[src/gls_defs.svh]
// Constants for the shared status/general-purpose pin block.
// Assumes a 200 MHz system clock and plain include by bare name.
// Functional notes
// - Software sets each of the three pins push-pull, open-drain or input.
// - A pin in indicator role is open-drain; push-pull is ignored.
// - The speed indicator is driven low while the link runs at 100Mb.
// - The speed indicator is high in auto-negotiation, no cable or 10Mbs.
// - The link indicator is held low while linked and no blink runs.
// - Transmit or receive activity pulses the link indicator high 80mS.
// - After each off pulse the link indicator stays low at least 80mS.
// - The duplex indicator is low in full duplex and high otherwise.
`ifndef GLS_DEFS_SVH
`define GLS_DEFS_SVH

`define GLS_NUM_PINS 3
`define GLS_CLK_MHZ 200
`define GLS_BLINK_MS 80
// Cycles in one blink phase; 16,000,000 at 200 MHz
`define GLS_BLINK_CYC (`GLS_BLINK_MS * 1000 * `GLS_CLK_MHZ)
`define GLS_CNT_W 24
// Cycles per timebase tick; one millisecond at 200 MHz
`define GLS_TICK_CYC (`GLS_CLK_MHZ * 1000)
`define GLS_PRE_W 18
`define GLS_IND_RESET 1'b1
`define GLS_PIN_SPEED 0
`define GLS_PIN_LINK 1
`define GLS_PIN_DUPLEX 2
`define GLS_DIR_INPUT 2'h0
`define GLS_DIR_PUSH_PULL 2'h1
`define GLS_DIR_OPEN_DRAIN 2'h2

`endif

[src/gls_pkg.sv]
// Types for the shared status/general-purpose pin block.
// Assumes gls_defs.svh is on the include path.
`default_nettype none
`include "gls_defs.svh"
package gls_pkg;
    typedef logic [1:0] gls_dir_t;

    // Per-pin configuration as held by the host-side configuration register
    typedef struct packed {
        logic led_role;
        gls_dir_t dir;
        logic out_val;
    } gls_pin_cfg_s;

    // Link status from the integrated PHY
    typedef struct packed {
        logic link_up;
        logic speed_100;
        logic full_duplex;
        logic activity;
    } gls_phy_s;

    typedef enum logic [2:0] {
        GLS_BLK_LIT = 3'h1,
        GLS_BLK_OFF = 3'h2,
        GLS_BLK_HOLD = 3'h4
    } gls_blk_e;
endpackage : gls_pkg
`default_nettype wire
[src/gls_led_gpio.sv]
// Top of the three shared status-indicator / general-purpose pins.
// Assumes PHY status and configuration arrive on sys_clk_i; pads are
// resolved outside from pad_o and pad_oe_o.
`timescale 1ns/10ps
`default_nettype none
`include "gls_defs.svh"
module gls_led_gpio #(
    parameter int unsigned BLINK_CYC = `GLS_BLINK_CYC
) (
    input wire logic sys_clk_i,
    input wire logic rst_b_i,
    input wire gls_pkg::gls_pin_cfg_s [`GLS_NUM_PINS-1:0] pin_cfg_i,
    input wire gls_pkg::gls_phy_s phy_i,
    input wire logic [`GLS_NUM_PINS-1:0] pad_i,
    output logic [`GLS_NUM_PINS-1:0] pad_o,
    output logic [`GLS_NUM_PINS-1:0] pad_oe_o,
    output logic [`GLS_NUM_PINS-1:0] gpio_in_o,
    output logic speed_indicator_n_o,
    output logic link_activity_indicator_n_o,
    output logic duplex_indicator_n_o
);
    // Phase timebase: a divider gives a one-cycle tick and the phase
    // counter counts ticks, so the long 80 ms count stays narrow. A phase
    // that is no whole number of ticks falls back to a tick every cycle.
    localparam int unsigned TICK_DIV =
        ((BLINK_CYC % `GLS_TICK_CYC) == 0) ? `GLS_TICK_CYC : 1;
    localparam int unsigned PHASE_TICKS = BLINK_CYC / TICK_DIV;
    localparam logic [`GLS_PRE_W-1:0] PRE_LAST = `GLS_PRE_W'(TICK_DIV - 1);
    localparam logic [`GLS_CNT_W-1:0] CNT_LAST = `GLS_CNT_W'(PHASE_TICKS - 1);

    gls_pkg::gls_blk_e blk_r;
    logic [`GLS_PRE_W-1:0] pre_r;
    logic [`GLS_CNT_W-1:0] cnt_r;
    logic blk_lit;
    logic blk_off;
    logic blk_hold;
    logic timing;
    logic pre_last;
    logic tick;
    logic cnt_last;
    logic phase_done;
    logic act_start;
    logic speed_lit;
    logic duplex_lit;
    logic link_dark;
    logic [`GLS_NUM_PINS-1:0] led_n;

    // State decode, kept apart so the phase logic reads as plain flags
    always_comb begin
        blk_lit = (blk_r == gls_pkg::GLS_BLK_LIT);
        blk_off = (blk_r == gls_pkg::GLS_BLK_OFF);
        blk_hold = (blk_r == gls_pkg::GLS_BLK_HOLD);
    end

    // The timebase only runs inside a blink phase with the link up
    assign timing = phy_i.link_up & (blk_off | blk_hold);
    assign pre_last = (pre_r == PRE_LAST);
    assign tick = timing & pre_last;
    assign cnt_last = (cnt_r == CNT_LAST);
    assign phase_done = tick & cnt_last;

    // Activity is only looked at while lit; pulses seen during a blink
    // are dropped, not queued, so a busy link blinks at a steady rate
    assign act_start = phy_i.link_up & blk_lit & phy_i.activity;

    // Tick divider, restarted at each phase so every phase is exact
    always_ff @(posedge sys_clk_i) begin
        if (!rst_b_i) begin
            pre_r <= '0;
        end else if (!timing || pre_last) begin
            pre_r <= '0;
        end else begin
            pre_r <= pre_r + 1'b1;
        end
    end

    // Ticks within the current phase
    always_ff @(posedge sys_clk_i) begin
        if (!rst_b_i) begin
            cnt_r <= '0;
        end else if (!timing || phase_done) begin
            cnt_r <= '0;
        end else if (tick) begin
            cnt_r <= cnt_r + 1'b1;
        end
    end

    // Blink sequencer: lit, off for one phase, held lit for one phase
    always_ff @(posedge sys_clk_i) begin
        if (!rst_b_i) begin
            blk_r <= gls_pkg::GLS_BLK_LIT;
        end else if (!phy_i.link_up) begin
            // Losing the link abandons any blink in flight
            blk_r <= gls_pkg::GLS_BLK_LIT;
        end else begin
            case (blk_r)
                gls_pkg::GLS_BLK_LIT: begin
                    if (act_start) begin
                        blk_r <= gls_pkg::GLS_BLK_OFF;
                    end
                end
                gls_pkg::GLS_BLK_OFF: begin
                    if (phase_done) begin
                        blk_r <= gls_pkg::GLS_BLK_HOLD;
                    end
                end
                gls_pkg::GLS_BLK_HOLD: begin
                    // A new pulse can only start after returning to lit
                    if (phase_done) begin
                        blk_r <= gls_pkg::GLS_BLK_LIT;
                    end
                end
                default: begin
                    blk_r <= gls_pkg::GLS_BLK_LIT;
                end
            endcase
        end
    end

    // Speed and duplex need a live link, which also covers a missing
    // cable and auto-negotiation still in progress
    assign speed_lit = phy_i.link_up & phy_i.speed_100;
    assign duplex_lit = phy_i.link_up & phy_i.full_duplex;
    assign link_dark = ~phy_i.link_up | blk_off;

    always_ff @(posedge sys_clk_i) begin
        if (!rst_b_i) begin
            speed_indicator_n_o <= `GLS_IND_RESET;
        end else begin
            speed_indicator_n_o <= ~speed_lit;
        end
    end

    always_ff @(posedge sys_clk_i) begin
        if (!rst_b_i) begin
            link_activity_indicator_n_o <= `GLS_IND_RESET;
        end else begin
            link_activity_indicator_n_o <= link_dark;
        end
    end

    always_ff @(posedge sys_clk_i) begin
        if (!rst_b_i) begin
            duplex_indicator_n_o <= `GLS_IND_RESET;
        end else begin
            duplex_indicator_n_o <= ~duplex_lit;
        end
    end

    assign led_n[`GLS_PIN_SPEED] = speed_indicator_n_o;
    assign led_n[`GLS_PIN_LINK] = link_activity_indicator_n_o;
    assign led_n[`GLS_PIN_DUPLEX] = duplex_indicator_n_o;

    genvar gi;
    generate
        for (gi = 0; gi < `GLS_NUM_PINS; gi++) begin : g_pin
            gls_pin_cell u_cell (
                .sys_clk_i(sys_clk_i),
                .rst_b_i(rst_b_i),
                .cfg_i(pin_cfg_i[gi]),
                .led_n_i(led_n[gi]),
                .pad_i(pad_i[gi]),
                .pad_o(pad_o[gi]),
                .pad_oe_o(pad_oe_o[gi]),
                .in_val_o(gpio_in_o[gi])
            );
        end
    endgenerate
endmodule : gls_led_gpio
`default_nettype wire

[src/gls_pin_cell.sv]
// One shared pin: chooses general-purpose or indicator drive.
// Assumes cfg and indicator level are on sys_clk_i; pad input is async.
`timescale 1ns/10ps
`default_nettype none
`include "gls_defs.svh"
module gls_pin_cell (
    input wire logic sys_clk_i,
    input wire logic rst_b_i,
    input wire gls_pkg::gls_pin_cfg_s cfg_i,
    input wire logic led_n_i,
    input wire logic pad_i,
    output logic pad_o,
    output logic pad_oe_o,
    output logic in_val_o
);
    logic sync1_r;
    logic sync2_r;

    // Two stages; only the second is read
    always_ff @(posedge sys_clk_i) begin
        if (!rst_b_i) begin
            sync1_r <= 1'b0;
            sync2_r <= 1'b0;
        end else begin
            sync1_r <= pad_i;
            sync2_r <= sync1_r;
        end
    end

    always_ff @(posedge sys_clk_i) begin
        if (!rst_b_i) begin
            pad_o <= 1'b0;
            pad_oe_o <= 1'b0;
        end else if (cfg_i.led_role) begin
            // Open drain: drive only the low level
            pad_o <= 1'b0;
            pad_oe_o <= ~led_n_i;
        end else begin
            case (cfg_i.dir)
                `GLS_DIR_PUSH_PULL: begin
                    pad_o <= cfg_i.out_val;
                    pad_oe_o <= 1'b1;
                end
                `GLS_DIR_OPEN_DRAIN: begin
                    pad_o <= 1'b0;
                    pad_oe_o <= ~cfg_i.out_val;
                end
                default: begin
                    pad_o <= 1'b0;
                    pad_oe_o <= 1'b0;
                end
            endcase
        end
    end

    assign in_val_o = sync2_r;
endmodule : gls_pin_cell
`default_nettype wire

[config.mk]
export PLATFORM = sky130hd
export DESIGN_NAME = gls_led_gpio
export DESIGN_NICKNAME = d
export VERILOG_FILES = /design/src/gls_pkg.sv /design/src/gls_led_gpio.sv /design/src/gls_pin_cell.sv
export VERILOG_INCLUDE_DIRS = /design/src
export SDC_FILE = /design/constraint.sdc
export NUM_CORES = 1
export LEC_CHECK = 0
export ABC_CLOCK_PERIOD_IN_PS = 6900
export BUFFER_PORTS_ARGS = -buffer_cell sky130_fd_sc_hd__buf_4
export CAP_MARGIN = 20
export CORE_MARGIN = 4
export CORE_UTILIZATION = 55
export CTS_BUF_LIST = sky130_fd_sc_hd__clkbuf_16
export CTS_CLUSTER_DIAMETER = 100
export DETAILED_ROUTE_END_ITERATION = 10
export GPL_ROUTABILITY_DRIVEN = 0
export PLACE_DENSITY_LB_ADDON = 0.08
export SETUP_SLACK_MARGIN = 0.3
export SLEW_MARGIN = 20
export SYNTH_ARGS = -nofsm -noshare
export SYNTH_HDL_FRONTEND = slang
export SYNTH_SLANG_ARGS = --single-unit
[constraint.sdc]
create_clock -name sys_clk_i -period 6.9 [get_ports sys_clk_i]
set_clock_uncertainty 0.1 [all_clocks]
set_input_delay 0.345 -clock sys_clk_i [delete_from_list [all_inputs] [get_ports sys_clk_i]]
set_output_delay 0.345 -clock sys_clk_i [all_outputs]
set_load 0.1 [all_outputs]
After elaboration in Yosys (flattened, before gate mapping)
Cells that the tools add are included.
Widths: inputs -> output; s select.
- bits in registers: 60
- input bits: 21
- logic and storage cells: 76
- output and inout port bits: 12
- eq/ne operators: 14
- add/sub/neg operators: 2
- reductions and logical operators: 10
- mux-type cells: 10
- bitwise gates (word level): 22
- operators by type and width (kind ; number):
    $add 24x1->24 const B ; 1
    $eq 24x7->1 const B ; 1
    $add 18x1->18 const B ; 1
    $eq 18x18->1 const B ; 1
    $not 1->1 ; 13
    $mux 3 ; 3
    $pmux 3 s3 ; 1
    $reduce_or 3->1 ; 3
    $and 1x1->1 ; 7
    $eq 2x1->1 const B ; 3
    $eq 2x2->1 const B ; 3
    $ne 2x1->1 const B ; 3
    $pmux 1 s2 ; 3
    $reduce_or 2->1 ; 2
    $eq 3x1->1 const B ; 1
    $eq 3x2->1 const B ; 1
    $eq 3x3->1 const B ; 1
    $mux 1 ; 3
    $reduce_and 3->1 ; 1
    $logic_or 1x1->1 ; 2
    $or 1x1->1 ; 2
    $reduce_and 2->1 ; 1
    $logic_not 1->1 ; 1

Depth between registers and ports, before layout
Gate-level depths: netlist of the first run.
- word-level depth: 7
- gate-level depth with buffers: 7
- depth with buffers taken out: 6

Modules after synthesis
Synthesis of the first run repeated with hierarchy kept, for this count alone.
- cells, all modules: 310
- area total of the unflattened synthesis: 2840.2 µm²
- by module, submodules not included (module ; area an instance (µm²) ; sequential area each (µm²) ; instances ; cells an instance):
    gls_led_gpio ; 2352.3 ; 960.9 ; 1 ; 256
    gls_pin_cell ; 162.7 ; 80.1 ; 3 ; 18

Worst setup path before layout of the first run
No wires, ideal clock.
- path kind: flip-flop to flip-flop
- start: register pre_r[6]
- end: register cnt_r[15]
- data arrival time: 2.202 ns
- library setup time: 0.070 ns
- clock period less this slack: 2.372 ns
- slack: 4.528 ns
- data required time: 6.730 ns
- buffers on the path: 1
- cell stages (with the launch flop): 7
- cells stage by stage: dfxtp_1 or4b_1 or4_1 buf_2 or2_4 or3_1 a21oi_1
- cells in the longest elaborated chain, start to end: 5
- ends and longest elaborated chain (item ; RTL line ; text):
    start: declaration ; gls_led_gpio.sv:32 ; logic [`GLS_PRE_W-1:0] pre_r;
    start signal: assignment ; gls_led_gpio.sv:73 ; pre_r <= pre_r + 1'b1;
    $eq 18x18->1 * ; gls_led_gpio.sv:57 ; assign pre_last = (pre_r == PRE_LAST);
    $and 1x1->1 * ; gls_led_gpio.sv:58 ; assign tick = timing & pre_last;
    $and 1x1->1 ; gls_led_gpio.sv:60 ; assign phase_done = tick & cnt_last;
    $logic_or 1x1->1 ; gls_led_gpio.sv:81 ; end else if (!timing || phase_done) begin
    $reduce_or 2->1 (no line) ; -- ;
    end signal: assignment ; gls_led_gpio.sv:84 ; cnt_r <= cnt_r + 1'b1;
    end: declaration ; gls_led_gpio.sv:33 ; logic [`GLS_CNT_W-1:0] cnt_r;
Every way passes the cells marked *; elsewhere a longest branch is shown, timed or not.
A chain may end at the register's enable or synchronous reset.

Worst setup path in the final report of the first run
- start: register pre_r[6]
- end: register cnt_r[7]
The elaborated chain is that of the path after synthesis.

==> results of run 1 <==
-- area by class of cell --
| type | count | area, sq um | share of cell area |
|---|---|---|---|
| repair buffers | 33 | 248 | 0.0742 |
| inverters | 16 | 60.1 | 0.0180 |
| multi-input cells | 227 | 1420 | 0.425 |
| clock inverters | 6 | 104 | 0.0311 |
| well taps | 67 | 83.8 | 0.0251 |
| clock buffers | 9 | 225 | 0.0674 |
| flip-flops and latches | 60 | 1200 | 0.360 |
-- registers in the layout, summed over array words and instances, names as in the netlist --
register                     cells
g_pin.u_cell.pad_oe_o            3
g_pin.u_cell.sync1_r             3
cnt_r                           24
duplex_indicator_n_o             1
g_pin.u_cell.pad_o               3
link_activity_indicator_n_o      1
g_pin.u_cell.in_val_o            3
speed_indicator_n_o              1
blk_r                            3
pre_r                           18
-- power breakdown --
group          internal (mW)  switching (mW)
sequential             0.351         0.00131
clock                  0.347           0.148
combinational         0.0156          0.0286
-- metal layers --
| metal | vias up | track usage |
|---|---|---|
| met4 | 0 | 0.0808 |
| met2 | 56 | 0.284 |
| met3 | 8 | 0.0578 |
| met1 | 1031 | 0.247 |
| met5 | - | 0 |
| li1 | 1162 | - |
-- synth_stat cells --
master / number
o21ai_0: 6
a21bo_2: 1
nor4_1: 13
a21o_1: 1
a22o_1: 1
and3_1: 2
nand4_1: 14
or3_1: 6
a211oi_1: 1
a21oi_1: 9
nand2b_1: 1
or4_1: 2
nor4_2: 1
buf_4: 9
a211o_1: 2
nor4bb_1: 2
dfxtp_1: 60
or4b_1: 1
nor2b_1: 5
nand2_1: 17
inv_1: 16
nand4bb_1: 1
and2_1: 7
buf_2: 3
o21a_1: 3
nor4b_1: 1
or3b_2: 1
nor3b_1: 1
clkbuf_1: 5
and4_1: 6
xor2_1: 17
nor2_1: 38
or2_4: 1
ha_1: 8
nor3_1: 16
xnor2_1: 18
nand3_1: 24
-- critical path: cells and delay by family (launching register included) --
family / cells / cell delay [ns]
flip-flops: 1 / 0.37
AND/OR/NAND/NOR: 4 / 1.64
AO/OA/AOI/OAI: 1 / 0.48
-- worst paths after layout --
| check | endpoint | slack (ns) | depth (start not counted) |
|---|---|---|---|
| min | g_pin[2].u_cell.pad_o$_SDFF_PP0_ | 0.1 | 2 |
| min reg2reg | g_pin[0].u_cell.in_val_o$_SDFF_PN0_ | 0.33 | 1 |
| max | cnt_r[7]$_SDFFE_PP0P_ | 4.17 | 5 |
| max reg2reg | cnt_r[7]$_SDFFE_PP0P_ | 4.17 | 5 |
-- kinds of logic after synthesis --
kind of cell | after synthesis
adder cells (fa/ha/maj) | 8
AO/OA/AOI/OAI | 24
XOR/XNOR | 35
AND/OR/NAND/NOR | 160
buffers and inverters | 33
flip-flops | 60
==> out/metrics.csv, run 1 <==
metric,value,unit
dieHeight,79.1,um
dieArea,6260,sq um
start_util,0.577,
syn_avg_cell_area,8.69,sq um
worst_pin_slew,0.800,ns
highest_layer,met4,
path_clk_slew,0.05,ns
synthTopCellsByArea,"dfxtp_1 43%, xnor2_1 5.7%, xor2_1 5.4%",
path_cells,or4b_1 -> nor4_2 -> and2_1 -> a21bo_2 -> nor2_1,
io_pins,33,
htree_levels,3,
dpl_cell_area,3010,sq um
hpwl,3.65,mm
startpoint_type,flip-flop,
n_antenna_cell,0,
dr_total_vias,2257,
clockRootBuffer,clkbuf_16,
synth_top_family_by_area,simple AND/OR/NAND/NOR gates,
synth-seq-area-share,0.432,
synth_adder_area_share,0.0360,
n_fill_cell,386,
worst-setup-path-type,flip-flop to flip-flop,
die_w,79.1,um
wl_met1,2.58,mm
wire_per_inst,12.9,um
synth-simple-area-share,0.310,
cp_data_required_time,6.99,ns
fmax,367,MHz
wl_met3,365,um
rows,25,
vdd_drop_max,0.000171,V
ys_ff_latch,60,
finalCritPeriodShare,0.395,
met2_wirelength,2.38,mm
drc_errors,0,
timing.critical_path.from,pre_r[6]$_SDFF_PP0_,
drive_gt1_frac,0.145,
cts_tree,built,
grt_use_total,0.188,
ys_types,37,
power_density,267,nW/um^2
synth_top_area_cell,dfxtp_1,
endpoint_kind,flip-flop,
synthCells,320,
rsz0062_at_grt,false,
status,"complete, no violations",
core,4820,sq um
final_cell_mix,"60 x dfxtp_1, 38 x nor2_1, 33 x buf_4",
place_ws,4.23,ns
arrival,2.81,ns
holdBufCountCts,0,
holdWs,0.0958,ns
grt_antenna_before_repair,0,
synth_warnings,0,
worst_slack,4.17,ns
vias_per_cell,5.40,
numCtsBuffers,9,
grt_pass1_wl,9.17,mm
dr.pass1.iters,4,
hold_start,pin_cfg_i[11],
slew_headroom,0.462,
holdCritPathClass,input pin to flip-flop,
synth.area.mux_share,0,
drt_iter0_markers,145,
finalSetupViolCount,0,
cpPeakStageDelay,0.62,ns
p_total,0.892,mW
synth_area,2780,sq um
synth_compound_area_frac,0.0536,
clk_latency,0.32,ns
fin_nets,376,
synth_top_cell_area_share,0.432,
port_buffers,32,
cts.repair.resized,0,
hold_violations,0,
cap_viol_max_count,0,
clock-sinks,60,
fin_area,3340,sq um
post-route-util,0.693,
final-max-slew-violation-count,0,
cp_slowest_cell,nor4_2,
grt_start_max_net_pins,25,
final_common_cell,dfxtp_1,
routed_wl,5.40,mm
post_cts_buffers,0,
area_growth,20.1,%
r2r-start,pre_r[6]$_SDFF_PP0_,
setup_tns,0,ns
instances_no_fill,418,
power_leakage,1.17,nW
first_global_vias,2071,
clockBufferDepth,2,
grt_overflow,0,
dp.cells,403,
syn-num-nets,349,
critPathMaxFanout,24,
layout_min_cycle_time,2.73,ns
final_antenna_net_count,0,
synth_xor_area_frac,0.110,
(Power assumes the default switching activity.)
==> inputs of run 2 (changes only) <==
- ABC_CLOCK_PERIOD_IN_PS: 6900 -> 2800
- clock period: 6.9 -> 2.8 ns (I/O delays scaled with it)
==> out/metrics.csv, run 2 (same netlist as run 1, synthesis figures left out) <==
metric,value,unit
grt_antenna_before_repair,0,
setup_tns,0,ns
final_cell_mix,"58 x dfxtp_1, 38 x nor2_1, 36 x buf_4",
worst-setup-path-type,flip-flop to flip-flop,
wire_per_inst,13.3,um
grt_pass1_wl,9.85,mm
startpoint_type,flip-flop,
regToRegEndpoint,cnt_r[17]$_SDFFE_PP0P_,
drc_errors,0,
core,4820,sq um
grt_overflow,0,
clockRootBuffer,clkbuf_16,
first_global_vias,2215,
htree_levels,3,
holdCritPathClass,input pin to flip-flop,
dr_total_vias,2306,
port_buffers,32,
power_frac_clock,0.512,
r2r-start,pre_r[6]$_SDFF_PP0_,
pwr-share-comb,0.060,
layout_min_cycle_time,2.49,ns
arrival,2.59,ns
post-route-util,0.720,
grt_use_total,0.200,
fin_nets,392,
holdWs,0.0348,ns
finalSetupViolCount,0,
clock-sinks,60,
reg2regPathDepth,6,
slew_headroom,0.560,
final_antenna_net_count,0,
clk_latency,0.32,ns
grt_start_max_net_pins,25,
r2r_setup_slack,0.31,ns
status,"complete, no violations",
die_w,79.1,um
top_regs,"cnt_r (24), pre_r (18)",
largest_register,cnt_r,
critPathMaxFanout,7,
drive_gt1_frac,0.160,
endpoint_kind,flip-flop,
area_growth,24.7,%
cap_viol_max_count,0,
worst_pin_slew,0.654,ns
dieArea,6260,sq um
start_util,0.577,
clockBufferDepth,2,
rsz0062_at_grt,false,
switching_power,0.443,mW
cp-endpoint,cnt_r[17]$_SDFFE_PP0P_,
dieHeight,79.1,um
path_cells,or4b_1 -> or4_4 -> buf_4 -> nor4_1 -> xnor2_1 -> nor2_1,
power_leakage,1.23,nW
rows,25,
path_clk_slew,0.05,ns
numCtsBuffers,9,
cpPeakStageDelay,0.58,ns
hpwl,3.83,mm
vdd_drop_max,0.000441,V
routed_wl,5.79,mm
power_density,586,nW/um^2
dr.pass1.iters,4,
drt_iter0_markers,126,
cp_data_required_time,2.90,ns
p_sw_frac,0.218,
p_total,2.03,mW
io_pins,33,
hold_violations,0,
fmax,402,MHz
cp_slowest_cell,or4_4,
final-max-slew-violation-count,0,
dpl_cell_area,3030,sq um
largest_register_ffs,24,
timing.critical_path.from,pre_r[6]$_SDFF_PP0_,
internal_power,1.59,mW
vias_per_cell,5.30,
n_antenna_cell,0,
seqPwrFrac,0.427,
fin_area,3470,sq um
cts_tree,built,
finalCritPeriodShare,0.890,
final_common_cell,dfxtp_1,
run 2: final cells by class:
class,instances,area [sq um]
Clock buffer,9,225
Clock inverter,7,60.1
Fill cell,402,1350
Inverter,16,60.1
Multi-Input combinational cell,227,1430
Sequential cell,60,1200
Tap cell,67,83.8
Timing Repair Buffer,49,400
run 2: how the worst min path moves through the flow:
stage | to | start | cells past startpoint
after floorplan | duplex_indicator_n_o$_SDFF_PN1_ | phy_i[3] | 1
after global placement | g_pin[1].u_cell.pad_o$_SDFF_PP0_ | pin_cfg_i[7] | 2
after detailed placement | g_pin[0].u_cell.pad_o$_SDFF_PP0_ | pin_cfg_i[3] | 2
after CTS | g_pin[2].u_cell.pad_oe_o$_SDFF_PN0_ | rst_b_i | 2
after global routing | g_pin[2].u_cell.pad_oe_o$_SDFF_PN0_ | rst_b_i | 2
final | g_pin[2].u_cell.pad_oe_o$_SDFF_PN0_ | rst_b_i | 2
run 2: power groups by stage:
stage / registers, mW / clock network, mW / logic (mW)
after CTS: 0.868 / 1.07 / 0.122
after global routing: 0.868 / 1.09 / 0.131
after global placement: 0.885 / 0 / 0.108
after detailed placement: 0.885 / 0 / 0.110
after floorplan: 0.899 / 0 / 0.0620
final: 0.868 / 1.04 / 0.122
run 2: what timing repair did:
action | in CTS | in global routing
endpoints found under the hold margin | 8 | 0
buffers inserted | 0 | 1
pin swaps | 0 | 1
resized for setup | 2 | 4
endpoints found under the setup margin | 3 | 24
hold buffers | 13 | 0
run 2: critical path: cells and delay by family, from the launching register on:
family	cells	cell delay [ns]
AND/OR/NAND/NOR	4	1.57
flip-flops	1	0.36
buffers and inverters	1	0.17
XOR/XNOR	1	0.16
run 2: layer usage:
layer,share of wire,wire length (um),GRT usage,vias to the layer above
li1,-,-,-,1194
met1,0.47,2710,0.244,1049
met2,0.47,2690,0.330,59
met3,0.058,335,0.0692,4
met4,0.0079,46,0.0670,0
met5,0,0,0,-
run 2: per-stage QoR:
stage | instances | setup slack, ns
floorplan | 320 | 0.428
global placement | 405 | 0.296
detailed placement | 405 | 0.243
CTS | 434 | 0.348
global route | 435 | 0.271
finish | 435 | 0.309
==> inputs of run 3 (changes only) <==
- CELL_PAD_IN_SITES_DETAIL_PLACEMENT: not set -> 2
- CELL_PAD_IN_SITES_GLOBAL_PLACEMENT: not set -> 2
- CORE_UTILIZATION: 55 -> 35
==> out/metrics.csv, run 3 (same netlist as run 1, synthesis figures left out) <==
metric,value,unit
fmax,413,MHz
largest_register,cnt_r,
dr_total_vias,2414,
instances_no_fill,473,
top_regs,"cnt_r (24), pre_r (18)",
final_cell_mix,"60 x dfxtp_1, 39 x buf_4, 38 x nor2_1",
worst-setup-path-type,flip-flop to flip-flop,
clockBufferDepth,2,
startpoint_type,flip-flop,
power_leakage,1.23,nW
cpPeakStageDelay,0.58,ns
grt_use_total,0.171,
area_growth,26.6,%
grt_start_max_net_pins,25,
clk_latency,0.33,ns
worst_slack,0.376,ns
drc_errors,0,
endpoint_kind,flip-flop,
cts_tree,built,
htree_levels,3,
cp_data_required_time,2.96,ns
dieHeight,97.1,um
drive_gt1_frac,0.173,
drt_iter0_markers,55,
routed_wl,7.61,mm
final_common_cell,dfxtp_1,
final-max-slew-violation-count,0,
finalCritPeriodShare,0.866,
first_global_vias,2620,
hold_violations,0,
dr.pass1.iters,4,
rows,32,
grt_pass1_wl,13.1,mm
cap_viol_max_count,0,
n_fill_cell,862,
io_pins,33,
post-route-util,0.456,
fin_nets,395,
die_w,97.1,um
place_ws,0.257,ns
vias_per_cell,5.10,
critPathMaxFanout,6,
wire_per_inst,16.1,um
seqCellArea,1200,sq um
path_clk_slew,0.05,ns
power_density,566,nW/um^2
worst_pin_slew,0.722,ns
multi_input_area,1440,sq um
clockRootBuffer,clkbuf_16,
largest_register_ffs,24,
grt_overflow,0,
holdCritPathClass,input pin to flip-flop,
hpwl,5.14,mm
n_antenna_cell,0,
dp.cells,443,
slew_headroom,0.514,
finalSetupViolCount,0,
layout_min_cycle_time,2.42,ns
final_antenna_net_count,0,
cp_slowest_cell,or4_4,
path_cells,or4b_4 -> or4_4 -> or2_4 -> or3_1 -> a21oi_1,
dieArea,9430,sq um
clock-sinks,60,
start_util,0.360,
port_buffers,32,
status,"complete, no violations",
core,7730,sq um
r2r_setup_slack,0.38,ns
p_total,1.99,mW
arrival,2.58,ns
setup_tns,0,ns
numCtsBuffers,9,
grt_antenna_before_repair,0,
vdd_drop_max,0.000264,V
rsz0062_at_grt,false,
## run 3: changes by cell type in the layout (fill, tap and decap cells not counted)
cell        before  now
buf_4           36   39
dfxtp_1         58   60
dfxtp_2          2    0
inv_1           18   16
bufinv_16        1    0
clkinv_2         3    4
clkinv_4         0    1
clkinvlp_4       1    2
nand2_1         17   16
nand2_2          0    1
or4b_1           1    0
or4b_4           0    1
## run 3: worst paths after layout
kind / from / to / cells past startpoint
worst max-delay path: pre_r[13]$_SDFF_PP0_ / cnt_r[19]$_SDFFE_PP0P_ / 5
worst min-delay path: rst_b_i / g_pin[2].u_cell.pad_oe_o$_SDFF_PN0_ / 2
worst max register to register: pre_r[13]$_SDFF_PP0_ / cnt_r[19]$_SDFFE_PP0P_ / 5
worst min register to register: g_pin[0].u_cell.sync1_r$_SDFF_PN0_ / g_pin[0].u_cell.in_val_o$_SDFF_PN0_ / 1
## run 3: critical path, delay by kind of cell (launching register included)
family	cells	cell delay (ns)
compound gates	1	0.15
flops	1	0.37
simple gates	4	1.74
## run 3: area by class of cell
class	instances	area share
clock buffer	9	0.0640
sequential	60	0.341
tap	102	0.0362
clock inverter	7	0.0124
multi-input combinational	227	0.409
timing repair buffer	52	0.120
inverter	16	0.0171
## run 3: per-layer routing
metal / vias up / part of all wire / track usage
li1: 1196 / - / -
met1: 1171 / 0.47 / 0.219
met2: 35 / 0.48 / 0.279
met3: 12 / 0.030 / 0.0359
met4: 0 / 0.019 / 0.0713
met5: - / 0 / 0
## run 3: what timing repair did
action / 4_1_cts / 5_1_grt
hold endpoints to repair: 8 / 0
hold buffers: 13 / 0
resized for setup: 2 / 4
endpoints found under the setup margin: 5 / 27
setup buffers: 0 / 1
pin swaps: 0 / 1
## run 3: power breakdown
part / switching (mW) / internal (mW)
Sequential: 0.00387 / 0.864
Clock: 0.406 / 0.592
Combinational: 0.0766 / 0.0483
Total: 0.487 / 1.50
## run 3: stage by stage
stage                     hold slack, ns  instance area (sq um)
after CTS                         0.0328                   3500
after detailed placement           0.230                   3090
after global routing              0.0485                   3520
after global placement             0.225                   3090
final                             0.0424                   3520
after floorplan                    0.112                   2780
